<file path="src/rtl/mie_consts.vh">
// Constants for the module information store two-wire slave.
`ifndef MIE_CONSTS_VH
`define MIE_CONSTS_VH
// ---------------------------------------------------------------------------
// Store layout
// ---------------------------------------------------------------------------
`define MIE_STORE_BYTES      256
`define MIE_ADDR_W           8
`define MIE_USER_BASE        8'h80
// ---------------------------------------------------------------------------
// Bus address
// ---------------------------------------------------------------------------
`define MIE_DEV_TYPE         4'ha
`define MIE_RW_BIT           0
// ---------------------------------------------------------------------------
// Reset values
// ---------------------------------------------------------------------------
`define MIE_PTR_RST          8'h00
`define MIE_BITCNT_RST       4'h0
`endif

</file>
<file path="src/rtl/mie_slave.v">
// Two-wire slave giving access to the 256-byte module information store.
`timescale 1ns/1ps
`include "mie_consts.vh"

// Overview of operation
// - Data changes only while clock low
// - Start is data fall with clock high
// - Ignore bus until a start is seen
// - Stop is data rise with clock high
// - Stop returns slave to standby
// - Transmitter releases data after eight bits
// - Receiver pulls data low on ninth clock
// - Acknowledge own address after start
// - Acknowledge every byte written after address
// - Read: shift eight bits, sample master acknowledge
// - Master acknowledge continues with next byte
// - No acknowledge: release, await stop
// - Store holds 256 bytes, 2048 bits
// - Upper 128 bytes reserved for user
// - Three straps form low address bits
// - Write protect blocks store writes
// - Transfers follow master serial clock
module mie_slave #(
  parameter STORE_BYTES = `MIE_STORE_BYTES
) (
  input  wire core_clk,
  input  wire rst_n,
  input  wire scl_in,
  input  wire sda_in,
  output wire sda_out,
  output reg  sda_oe,
  input  wire addr_strap_0,
  input  wire addr_strap_1,
  input  wire addr_strap_2,
  input  wire write_protect,
  output wire standby,
  output wire addressed
);

  // ---------------------------------------------------------------------------
  // States
  // ---------------------------------------------------------------------------
  // Idle waits for a start, the address state takes the first byte, the word
  // state takes the pointer, write data stores bytes, read data sends bytes,
  // and wait keeps the line released until the next start or stop.
  localparam ST_IDLE  = 6'b000001;
  localparam ST_DADR  = 6'b000010;
  localparam ST_WORD  = 6'b000100;
  localparam ST_WDATA = 6'b001000;
  localparam ST_RDATA = 6'b010000;
  localparam ST_WAIT  = 6'b100000;

  reg                   rst_meta_n;
  reg                   rst_sync_n;
  wire                  scl_s;
  wire                  sda_s;
  wire                  wp_s;
  wire                  sa0_s;
  wire                  sa1_s;
  wire                  sa2_s;
  reg                   scl_d;
  reg                   sda_d;
  reg [5:0]             state;
  reg [3:0]             bit_cnt;
  reg [7:0]             shift;
  reg [`MIE_ADDR_W-1:0] ptr;
  reg                   ack_phase;
  reg [7:0]             store [0:STORE_BYTES-1];
  wire                  scl_rise;
  wire                  scl_fall;
  wire                  start_det;
  wire                  stop_det;
  wire [6:0]            own_addr;
  wire [7:0]            rd_byte;
  wire                  store_we;
  integer               i;

  // ---------------------------------------------------------------------------
  // Reset release and input synchronisers
  // ---------------------------------------------------------------------------
  // Reset is released through two flip-flops.
  // Assertion is immediate; release waits two clocks so no flop sees a runt.
  always @(posedge core_clk or negedge rst_n) begin
    if (!rst_n) begin
      rst_meta_n <= 1'b0;
      rst_sync_n <= 1'b0;
    end else begin
      rst_meta_n <= 1'b1;
      rst_sync_n <= rst_meta_n;
    end
  end

  // Every pin passes two flip-flops before any logic reads it. The straps and
  // the write protect are slow levels, but they come from pins all the same
  // and may change at any moment.
  mie_sync #(.RST_VAL(1'b1)) u_scl (.core_clk(core_clk), .rst_sync_n(rst_sync_n), .pin_in(scl_in),
    .pin_sync(scl_s));
  mie_sync #(.RST_VAL(1'b1)) u_sda (.core_clk(core_clk), .rst_sync_n(rst_sync_n), .pin_in(sda_in),
    .pin_sync(sda_s));
  mie_sync #(.RST_VAL(1'b1)) u_wp  (.core_clk(core_clk), .rst_sync_n(rst_sync_n), .pin_in(write_protect),
    .pin_sync(wp_s));
  mie_sync #(.RST_VAL(1'b1)) u_sa0 (.core_clk(core_clk), .rst_sync_n(rst_sync_n), .pin_in(addr_strap_0),
    .pin_sync(sa0_s));
  mie_sync #(.RST_VAL(1'b1)) u_sa1 (.core_clk(core_clk), .rst_sync_n(rst_sync_n), .pin_in(addr_strap_1),
    .pin_sync(sa1_s));
  mie_sync #(.RST_VAL(1'b1)) u_sa2 (.core_clk(core_clk), .rst_sync_n(rst_sync_n), .pin_in(addr_strap_2),
    .pin_sync(sa2_s));

  // ---------------------------------------------------------------------------
  // Edge and condition detection
  // ---------------------------------------------------------------------------
  // Delayed copies of the synchronised lines for edge finding.
  // The delayed copies form a third stage, so a start or stop is seen about
  // three clocks after it happens on the pins.
  always @(posedge core_clk or negedge rst_sync_n) begin
    if (!rst_sync_n) begin
      scl_d <= 1'b1;
      sda_d <= 1'b1;
    end else begin
      scl_d <= scl_s;
      sda_d <= sda_s;
    end
  end

  assign scl_rise  = scl_s & ~scl_d;
  assign scl_fall  = ~scl_s & scl_d;
  assign start_det = scl_s & scl_d & sda_d & ~sda_s;
  assign stop_det  = scl_s & scl_d & ~sda_d & sda_s;

  assign own_addr  = {`MIE_DEV_TYPE, sa2_s, sa1_s, sa0_s};
  // Read data comes straight from the store at the pointer.
  assign rd_byte   = store[ptr];
  // Standby and addressed are decoded from the one-hot state register.
  assign standby   = state[0];
  assign addressed = ~state[0] & ~state[1] & ~state[5];
  assign sda_out   = 1'b0;

  // ---------------------------------------------------------------------------
  // Protocol engine
  // ---------------------------------------------------------------------------
  // Bits are sampled on clock rise and the data line is changed on clock fall.
  // The bit counter runs 0 to 8 while a byte comes in, and the acknowledge
  // phase flag then marks the ninth clock. While a byte goes out it runs 1 to
  // 8, then 9 while the master's acknowledge is awaited, and 10 between that
  // acknowledge and the next byte.
  // A start or stop on the pins overrides the engine in any state, so the
  // master may abandon a transfer at any point.
  always @(posedge core_clk or negedge rst_sync_n) begin
    if (!rst_sync_n) begin
      state     <= ST_IDLE;
      bit_cnt   <= `MIE_BITCNT_RST;
      shift     <= 8'h00;
      ptr       <= `MIE_PTR_RST;
      ack_phase <= 1'b0;
      sda_oe    <= 1'b0;
    end else if (start_det) begin
      state     <= ST_DADR;
      bit_cnt   <= `MIE_BITCNT_RST;
      ack_phase <= 1'b0;
      sda_oe    <= 1'b0;
    end else if (stop_det) begin
      state     <= ST_IDLE;
      ack_phase <= 1'b0;
      sda_oe    <= 1'b0;
    end else begin
      case (state)
        ST_IDLE: begin
          sda_oe <= 1'b0;
        end
        ST_WAIT: begin
          // A foreign address or a refused read byte parks the engine here.
          // Released until the next start or stop
          sda_oe <= 1'b0;
        end
        ST_DADR, ST_WORD, ST_WDATA: begin
          if (!ack_phase) begin
            if (scl_rise) begin
              shift   <= {shift[6:0], sda_s};
              bit_cnt <= bit_cnt + 4'h1;
            end
            if (scl_fall && bit_cnt == 4'h8) begin
              bit_cnt   <= `MIE_BITCNT_RST;
              ack_phase <= 1'b1;
              if (state == ST_DADR) begin
                if (shift[7:1] == own_addr) begin
                  sda_oe <= 1'b1;
                  if (shift[`MIE_RW_BIT])
                    state <= ST_RDATA;
                  else
                    state <= ST_WORD;
                end else begin
                  sda_oe <= 1'b0;
                  state  <= ST_WAIT;
                end
              end else if (state == ST_WORD) begin
                sda_oe <= 1'b1;
                ptr    <= shift;
                state  <= ST_WDATA;
              end else begin
                sda_oe <= 1'b1;
                ptr    <= ptr + 8'h01;
              end
            end
          end else if (scl_fall) begin
            ack_phase <= 1'b0;
            if (state == ST_RDATA) begin
              sda_oe  <= ~rd_byte[7];
              shift   <= {rd_byte[6:0], 1'b1};
              bit_cnt <= 4'h1;
            end else begin
              sda_oe <= 1'b0;
            end
          end
        end
        ST_RDATA: begin
          if (ack_phase) begin
            // Address acknowledge cycle ahead of the first read byte.
            if (scl_fall) begin
              ack_phase <= 1'b0;
              sda_oe    <= ~rd_byte[7];
              shift     <= {rd_byte[6:0], 1'b1};
              bit_cnt   <= 4'h1;
            end
          end else if (bit_cnt == 4'h9) begin
            // A high line at the ninth rising clock is the master refusing.
            // Sample master acknowledge
            if (scl_rise) begin
              if (sda_s) begin
                state <= ST_WAIT;
              end else begin
                bit_cnt <= 4'ha;
              end
            end
          end else if (bit_cnt == 4'ha) begin
            if (scl_fall) begin
              sda_oe  <= ~rd_byte[7];
              shift   <= {rd_byte[6:0], 1'b1};
              bit_cnt <= 4'h1;
            end
          end else if (scl_fall) begin
            if (bit_cnt == 4'h8) begin
              sda_oe  <= 1'b0;
              bit_cnt <= 4'h9;
              ptr     <= ptr + 8'h01;
            end else begin
              sda_oe  <= ~shift[7];
              shift   <= {shift[6:0], 1'b1};
              bit_cnt <= bit_cnt + 4'h1;
            end
          end
        end
        default: begin
          state  <= ST_IDLE;
          sda_oe <= 1'b0;
        end
      endcase
    end
  end

  // ---------------------------------------------------------------------------
  // Information store
  // ---------------------------------------------------------------------------
  // A data byte is stored on its eighth falling clock, with the pointer value
  // from before it advances. A start or stop in the same cycle wins.
  // Write protect gate
  assign store_we  = rst_sync_n & ~start_det & ~stop_det & (state == ST_WDATA) & ~ack_phase &
                     scl_fall & (bit_cnt == 4'h8) & ~wp_s;

  // A protected write is still acknowledged, so the master sees no difference.
  // Byte store write port
  // Whole range writable, user half included
  always @(posedge core_clk) begin
    if (store_we) begin
      store[ptr] <= shift;
    end
  end

  // The store starts blank, with every bit set.
  // Contents last for one simulation run only.
  initial begin
    for (i = 0; i < STORE_BYTES; i = i + 1)
      store[i] = 8'hff;
  end

endmodule

</file>
<file path="src/rtl/mie_sync.v">
// Two flip-flop synchroniser for one pin input.
`timescale 1ns/1ps
module mie_sync #(
  parameter RST_VAL = 1'b1
) (
  input  wire core_clk,
  input  wire rst_sync_n,
  input  wire pin_in,
  output reg  pin_sync
);

  reg stage_a;

  // The first stage is read only by the second stage.
  always @(posedge core_clk or negedge rst_sync_n) begin
    if (!rst_sync_n) begin
      stage_a  <= RST_VAL;
      pin_sync <= RST_VAL;
    end else begin
      stage_a  <= pin_in;
      pin_sync <= stage_a;
    end
  end

endmodule

</file>
<file path="config.mk">
export PLATFORM = sky130hd
export DESIGN_NAME = mie_slave
export DESIGN_NICKNAME = d
export VERILOG_FILES = /design/src/rtl/mie_slave.v /design/src/rtl/mie_sync.v
export VERILOG_INCLUDE_DIRS = /design/src /design/src/rtl
export SDC_FILE = /design/constraint.sdc
export NUM_CORES = 2
export LEC_CHECK = 0
export ABC_CLOCK_PERIOD_IN_PS = 1700
export BUFFER_PORTS_ARGS = -buffer_cell sky130_fd_sc_hd__buf_2
export CAP_MARGIN = 40
export CORE_MARGIN = 2
export CORE_UTILIZATION = 63
export CTS_CLUSTER_SIZE = 20
export DETAILED_ROUTE_END_ITERATION = 10
export PLACE_DENSITY_LB_ADDON = 0.05
export SETUP_SLACK_MARGIN = 0.5
export SLEW_MARGIN = 20
export SYNTH_ARGS = -nofsm -noshare
export SYNTH_HDL_FRONTEND = slang
export SYNTH_SLANG_ARGS = --single-unit
</file>
<file path="constraint.sdc">
create_clock -name core_clk -period 1.7 [get_ports core_clk]
set_input_delay 0.085 -clock core_clk [delete_from_list [all_inputs] [get_ports core_clk]]
set_output_delay 0.085 -clock core_clk [all_outputs]
set_load 0.02 [all_outputs]
</file>
Word level (Yosys, flattened, before mapping)
Memory sizes are Yosys's and may differ from the RTL's.
Index checks and enable logic that the tools add are counted.
Word-level totals
  bits in registers: 44
  bits of input ports: 8
  memories kept: 1
  output and inout port bits: 4
  memory bits (writable): 2048
  word-level logic and storage cells: 174
Memory list
  store: depth 256, width 8, rd ports 1, clocked after Yosys merged registers in 0, wr ports 1, RTL line mie_slave.v:68  | reg [7:0] store [0:STORE_BYTES-1];
Cells by class
  reductions and logical operators: 11
  bitwise operators: 29
  muxes and demuxes: 69
  $add $sub $neg: 2
  equality and inequality tests: 40
Operator list (number)
  8-bit 2-to-1 mux: 17
  6-bit 2-to-1 mux: 11
  4-bit 2-to-1 mux: 13
  8-bit case mux with 2 select lines: 2
  5-bit != test (second input constant): 6
  4-bit != test (second input constant): 6
  1-bit 2-to-1 mux: 21
  2-bit != test (second input constant): 9
  6-bit case mux with 3 select lines: 1
  1-bit AND: 16
  8-bit AND reduction: 2
  1-bit inverter: 13
  4-bit == test (second input constant): 3
  4-bit by 3-bit != test with 1-bit output (second input constant): 3
  11-bit AND reduction: 1
  8-bit by 1-bit adder with 8-bit output (second input constant): 1
  4-bit case mux with 2 select lines: 1
  7-bit == test: 1
  7-bit AND reduction: 1
  6-bit by 1-bit == test with 1-bit output (second input constant): 1
  6-bit by 2-bit == test with 1-bit output (second input constant): 1
  6-bit by 3-bit == test with 1-bit output (second input constant): 1
  6-bit by 4-bit == test with 1-bit output (second input constant): 1
  6-bit by 5-bit == test with 1-bit output (second input constant): 1
  other kinds (16): 18

Depth between registers and ports, before layout
  word-level depth: 13
  gate-level depth with buffers: 13
  depth with buffers taken out: 9

Hierarchy
Synthesis repeated with hierarchy kept, for this count alone.
Unflattened totals
  cell total of the unflattened synthesis: 3969
  area total of the unflattened synthesis: 81769.7 sq um
Modules (own cells, without submodules)
  mie_slave: times used 1, area an instance 81454.4 sq um, cells an instance 3957, seq. area each 62303.5 sq um
  mie_sync: times used 6, area an instance 52.6 sq um, cells an instance 2, seq. area each 52.6 sq um

Worst setup path after synthesis
OpenSTA, ideal clock, no wires.
  kind: register to register
  start: register shift[7]
  end: register sda_oe
  slack: -2.765 ns
  data required time: 1.590 ns
  period minus slack after synthesis: 4.465 ns
  buffers on the path: 0
  library setup time: 0.110 ns
  cell stages (with the launch flop): 7
  arrival time: 4.355 ns
  path through: dfrtp_1 -> nor4bb_1 -> nand4_1 -> nand2_1 -> a211oi_1 -> a211o_1 -> o41ai_1
Between the ends
  word-level cells in the longest chain between the ends: 9
  elaborated cells between the ends (all ways): 14
  classes of those cells: eq/ne: 1; mux: 12; bitwise: 1
Ends and longest elaborated chain
  start, declared: RTL line mie_slave.v:65  | reg [7:0] shift;
  start signal, assigned: RTL line mie_slave.v:178  | shift <= {shift[6:0], sda_s};
  start signal, assigned: RTL line mie_slave.v:208  | shift <= {rd_byte[6:0], 1'b1};
  start signal, assigned: RTL line mie_slave.v:221  | shift <= {rd_byte[6:0], 1'b1};
  parallel branches: the longest is 6 deep, another holds 7-bit == test
  1-bit case mux with 2 select lines (*): RTL line mie_slave.v:166  | case (state)
  1-bit 2-to-1 mux (*): RTL line mie_slave.v:161  | end else if (stop_det) begin
  1-bit 2-to-1 mux (*): RTL line mie_slave.v:156  | end else if (start_det) begin
  end signal, assigned: RTL line mie_slave.v:207  | sda_oe <= ~rd_byte[7];
  end signal, assigned: RTL line mie_slave.v:220  | sda_oe <= ~rd_byte[7];
  end signal, assigned: RTL line mie_slave.v:236  | sda_oe <= ~rd_byte[7];
  end, declared: RTL line mie_slave.v:31  | output reg sda_oe,
Every way passes the cells marked *. The select of a mux whose other input is x is not followed.
A chain may end at the register's enable or synchronous reset.

Worst setup path in the final report
  start: register ptr[0]
  end: register shift[3]
Between the ends
  word-level cells in the longest chain between the ends: 6
Ends and longest elaborated chain
  start, declared: RTL line mie_slave.v:66  | reg [`MIE_ADDR_W-1:0] ptr;
  start signal, assigned: RTL line mie_slave.v:153  | ptr <= `MIE_PTR_RST;
  start signal, assigned: RTL line mie_slave.v:197  | ptr <= shift;
  start signal, assigned: RTL line mie_slave.v:201  | ptr <= ptr + 8'h01;
  memory read 256 x 8 bit (*)
  8-bit 2-to-1 mux (*): RTL line mie_slave.v:218, mie_slave.v:235
  8-bit 2-to-1 mux: RTL line mie_slave.v:234  | end else if (bit_cnt == 4'ha) begin
  8-bit 2-to-1 mux: RTL line mie_slave.v:224  | end else if (bit_cnt == 4'h9) begin
  8-bit 2-to-1 mux (*): RTL line mie_slave.v:216  | if (ack_phase) begin
  8-bit case mux with 2 select lines (*): RTL line mie_slave.v:166
  end signal, assigned: RTL line mie_slave.v:178
  end signal, assigned: RTL line mie_slave.v:221
  end signal, assigned: RTL line mie_slave.v:237  | shift <= {rd_byte[6:0], 1'b1};
Mark *: on every way between the ends. The rest lies on a longest branch, timed or not. The select of a mux whose other input is x is not followed.

==> results.toml <==
[outcome]
status = "finished with violations"
violations = "setup timing"

[power]
clockPowerShare_pct = 40.2
p_leak_uw = 0.0341
p_int_uw = 84900
vdd_ir_drop_max_uv = 1160
p_sw_share_pct = 21.7
p_comb_share_pct = 4.8
cellPowerDensity_nw_per_um2 = 1040
seqPwrFrac_pct = 55.0
p_sw_uw = 23600

[grt]
grt_first_pass_wirelength_mm = 348
gr-usage-all-layers_pct = 37.9
antenna_found_initial = 7
overflow = 0
grt_pass1_vias = 47300
grt_max_degree = 251

[synthesis]
synthTopCellsByArea = "edfxtp_1, mux4_2, nor2_1, a22oi_1, mux2i_1"
synth_top_family_by_area = "multiplexers"
synth-xor-area-share_pct = 0.0646
synth.most_common_cell = "edfxtp_1"
yosysSeqAreaShare_pct = 76.9
synthArstFlopShare_pct = 2.10
synthCells = 3890
synth_commonest_cells = "edfxtp_1, mux4_2, nor2_1"
netlist_area_um2 = 81400
synthAdderAreaFrac_pct = 0.123
synth_nets = 3906
synth_cell_types = 72
ys_ff_latch = 2092
yosysTopAreaCellShare_pct = 75.5
ys.warnings.count = 0
synth_simple_gate_area_share_pct = 2.95
synth_compound_area_share_pct = 3.27
synth_edf_count = 2048
avgSynthCellArea_um2 = 20.9
synthMuxAreaShare_pct = 15.2
synth_flop_cell = "edfxtp_1"
synth_top_area_cell = "edfxtp_1"

[cts]
clockBufferDepth = 3
cts.clk_slew.worst_paths_ns = 0.07
cts_sinks = 2092
cts-buffers-inserted = 199
htreeDepth = 4
cts_tree = "built"
clk_latency_ns = 0.85
cts_root_buf = "clkbuf_16"

[setup_path]
critical_path.reg2reg.startpoint = "ptr[0]$_DFFE_PN0P_"
crit_type = "reg -> reg"
worstSetupStartpointType = "flop"
cp-end-kind = "flop"
required_ns = 2.43
cp-startpoint = "ptr[0]$_DFFE_PN0P_"
critPathMaxFanout = 8
crit_arrival_ns = 3.94

[sta]
layout_setup_ws_ns = -1.51
max_slew_margin_pct = 34.3
worst_pin_slew_ns = 0.986
rsz0062_at_grt = "yes"
finalSetupViolCount = 2553
final.period_utilization_pct = 189
skew_ns = 0.0383
finalCriticalPeriod_ns = 3.21
slew_viol_final = 0
max_freq_mhz = 311
hold_viol = 0

[placed_design]
dp.final_hpwl_mm = 143
portBuffers = 10
placed_area_um2 = 91600
gp_congestion = 0.947
place_inst = 6097

[cells_and_area]
drive_gt1_share_pct = 44.3
area_growth_pct = 28.4
postLayoutCellArea_um2 = 104000
nNetsFinal = 4867
instances_no_fill = 6684

[route]
drc = 0
vias = 47300
ant_nets = 0
first_iter_violations = 7587
finalWirelength_mm = 245
wl_per_cell_um = 36.6
drtPass1Iterations = 7
viasPerCell = 7.08

[die]
die_area_um2 = 132000
row_count = 131
start_util_pct = 63.7
ios = 12
chipWidth_um = 363
design.core.area_um2 = 128000
die_h_um = 363

[hold_path]
hp-class = "in -> async"

[job]
cap_viol_max_count = 0
-- placed cells by master, fill, tap and decap left out, drive strengths merged, types with 29 or more instances in the layout --
cell type  instances
nor2             303
mux4             507
nand2             77
mux2i             91
clkinv            94
clkbuf           242
a22oi            147
o21ai             30
nand3             45
edfxtp          2048
buf              976
dfrtp             29
a21oi             79
-- layer usage --
metal / routed length, um / vias to the layer above / share of wire, % / track usage [%]
met5: 182 / - / 0.074 / 0.835
met4: 14500 / 8 / 5.9 / 18.9
met3: 30300 / 748 / 12 / 10.1
met2: 116000 / 3657 / 47 / 57.9
met1: 84100 / 24600 / 34 / 51.3
li1: - / 18300 / - / -
-- sequential cells by signal, indices dropped and copies added (netlist names), 4 cells and up --
name / flops
ptr: 8
store: 2048
shift: 8
bit_cnt: 4
state: 6
-- worst paths after layout --
kind / end / slack, ns / cells past startpoint
setup / recovery: shift[3]$_DFFE_PN0P_ / -1.51 / 11
hold / removal: rst_sync_n$_DFF_PN0_ / 0.1 / 3
setup reg to reg: shift[3]$_DFFE_PN0P_ / -1.51 / 11
hold reg to reg: u_sa2.pin_sync$_DFF_PN1_ / 0.36 / 0
max in group asynchronous: shift[5]$_DFFE_PN0P_ / 0.69 / 1
min in group core_clk: u_sa2.pin_sync$_DFF_PN1_ / 0.36 / 0
-- cells by family (layout without fill, tap and decap cells) --
| family | Yosys count | count (layout) |
|---|---|---|
| compound gates | 385 | 385 |
| xor+xnor | 6 | 6 |
| fa+ha+maj | 8 | 8 |
| buf+inv | 250 | 1378 |
| flops | 2092 | 2092 |
| mux | 605 | 605 |
| other cells | 2 | 6 |
| simple gates | 542 | 542 |
-- power groups by stage --
stage / Sequential (uW) / Combinational [uW] / Clock [uW]
CTS: 59600 / 4960 / 43700
global placement: 60700 / 4400 / 0
global route: 59600 / 5520 / 45700
finish: 59700 / 5200 / 43700
detailed placement: 60700 / 4850 / 0
floorplan: 62400 / 419 / 0
-- repair_timing --
item / in CTS / in global routing
cloned: 32 / 1
endpoints found under the hold margin: 8 / 0
gates resized for setup: 724 / 78
endpoints found under the setup margin: 4027 / 4042
pin swaps: 128 / 50
hold buffers: 14 / 0
setup buffers: 155 / 11
-- final cells by class --
| type | instances | area (um^2) |
|---|---|---|
| diodes | 4 | 10.0 |
| inverters | 13 | 66.3 |
| clock buffers | 241 | 5150 |
| multi-input cells | 1548 | 20700 |
| fillers | 5682 | 23400 |
| clock inverters | 127 | 1190 |
| repair buffers | 997 | 12600 |
| well taps | 1662 | 2080 |
| flip-flops and latches | 2092 | 62700 |
-- metrics by stage --
step | util, % | setup WS, ns | TNS (ns) | hold WS (ns) | total power [uW]
6_report | 81.7 | -1.51 | -2049.07 | 0.0967 | 109000
5_1_grt | 81.7 | -1.49 | -2169.79 | 0.0993 | 111000
4_1_cts | 81.3 | -1.37 | -1931.63 | 0.0785 | 108000
3_5_place_dp | 71.7 | -1.73 | -2094.03 | -0.127 | 65600
3_3_place_gp | 71.6 | -1.71 | -2028.39 | -0.129 | 65100
2_1_floorplan | - | -1.21 | -2386.63 | -0.211 | 62800
-- worst max-delay path, stage by stage, from the launching register on --
cell	delay, ns
dfrtp_4	0.51
buf_12	0.16
buf_12	0.13
buf_16	0.15
bufbuf_16	0.29
buf_12	0.15
mux4_2	0.46
mux4_2	0.47
nand3_1	0.10
nand4_1	0.35
nor2_1	0.22
a31oi_1	0.10
Power figures use the tool's default switching activity.
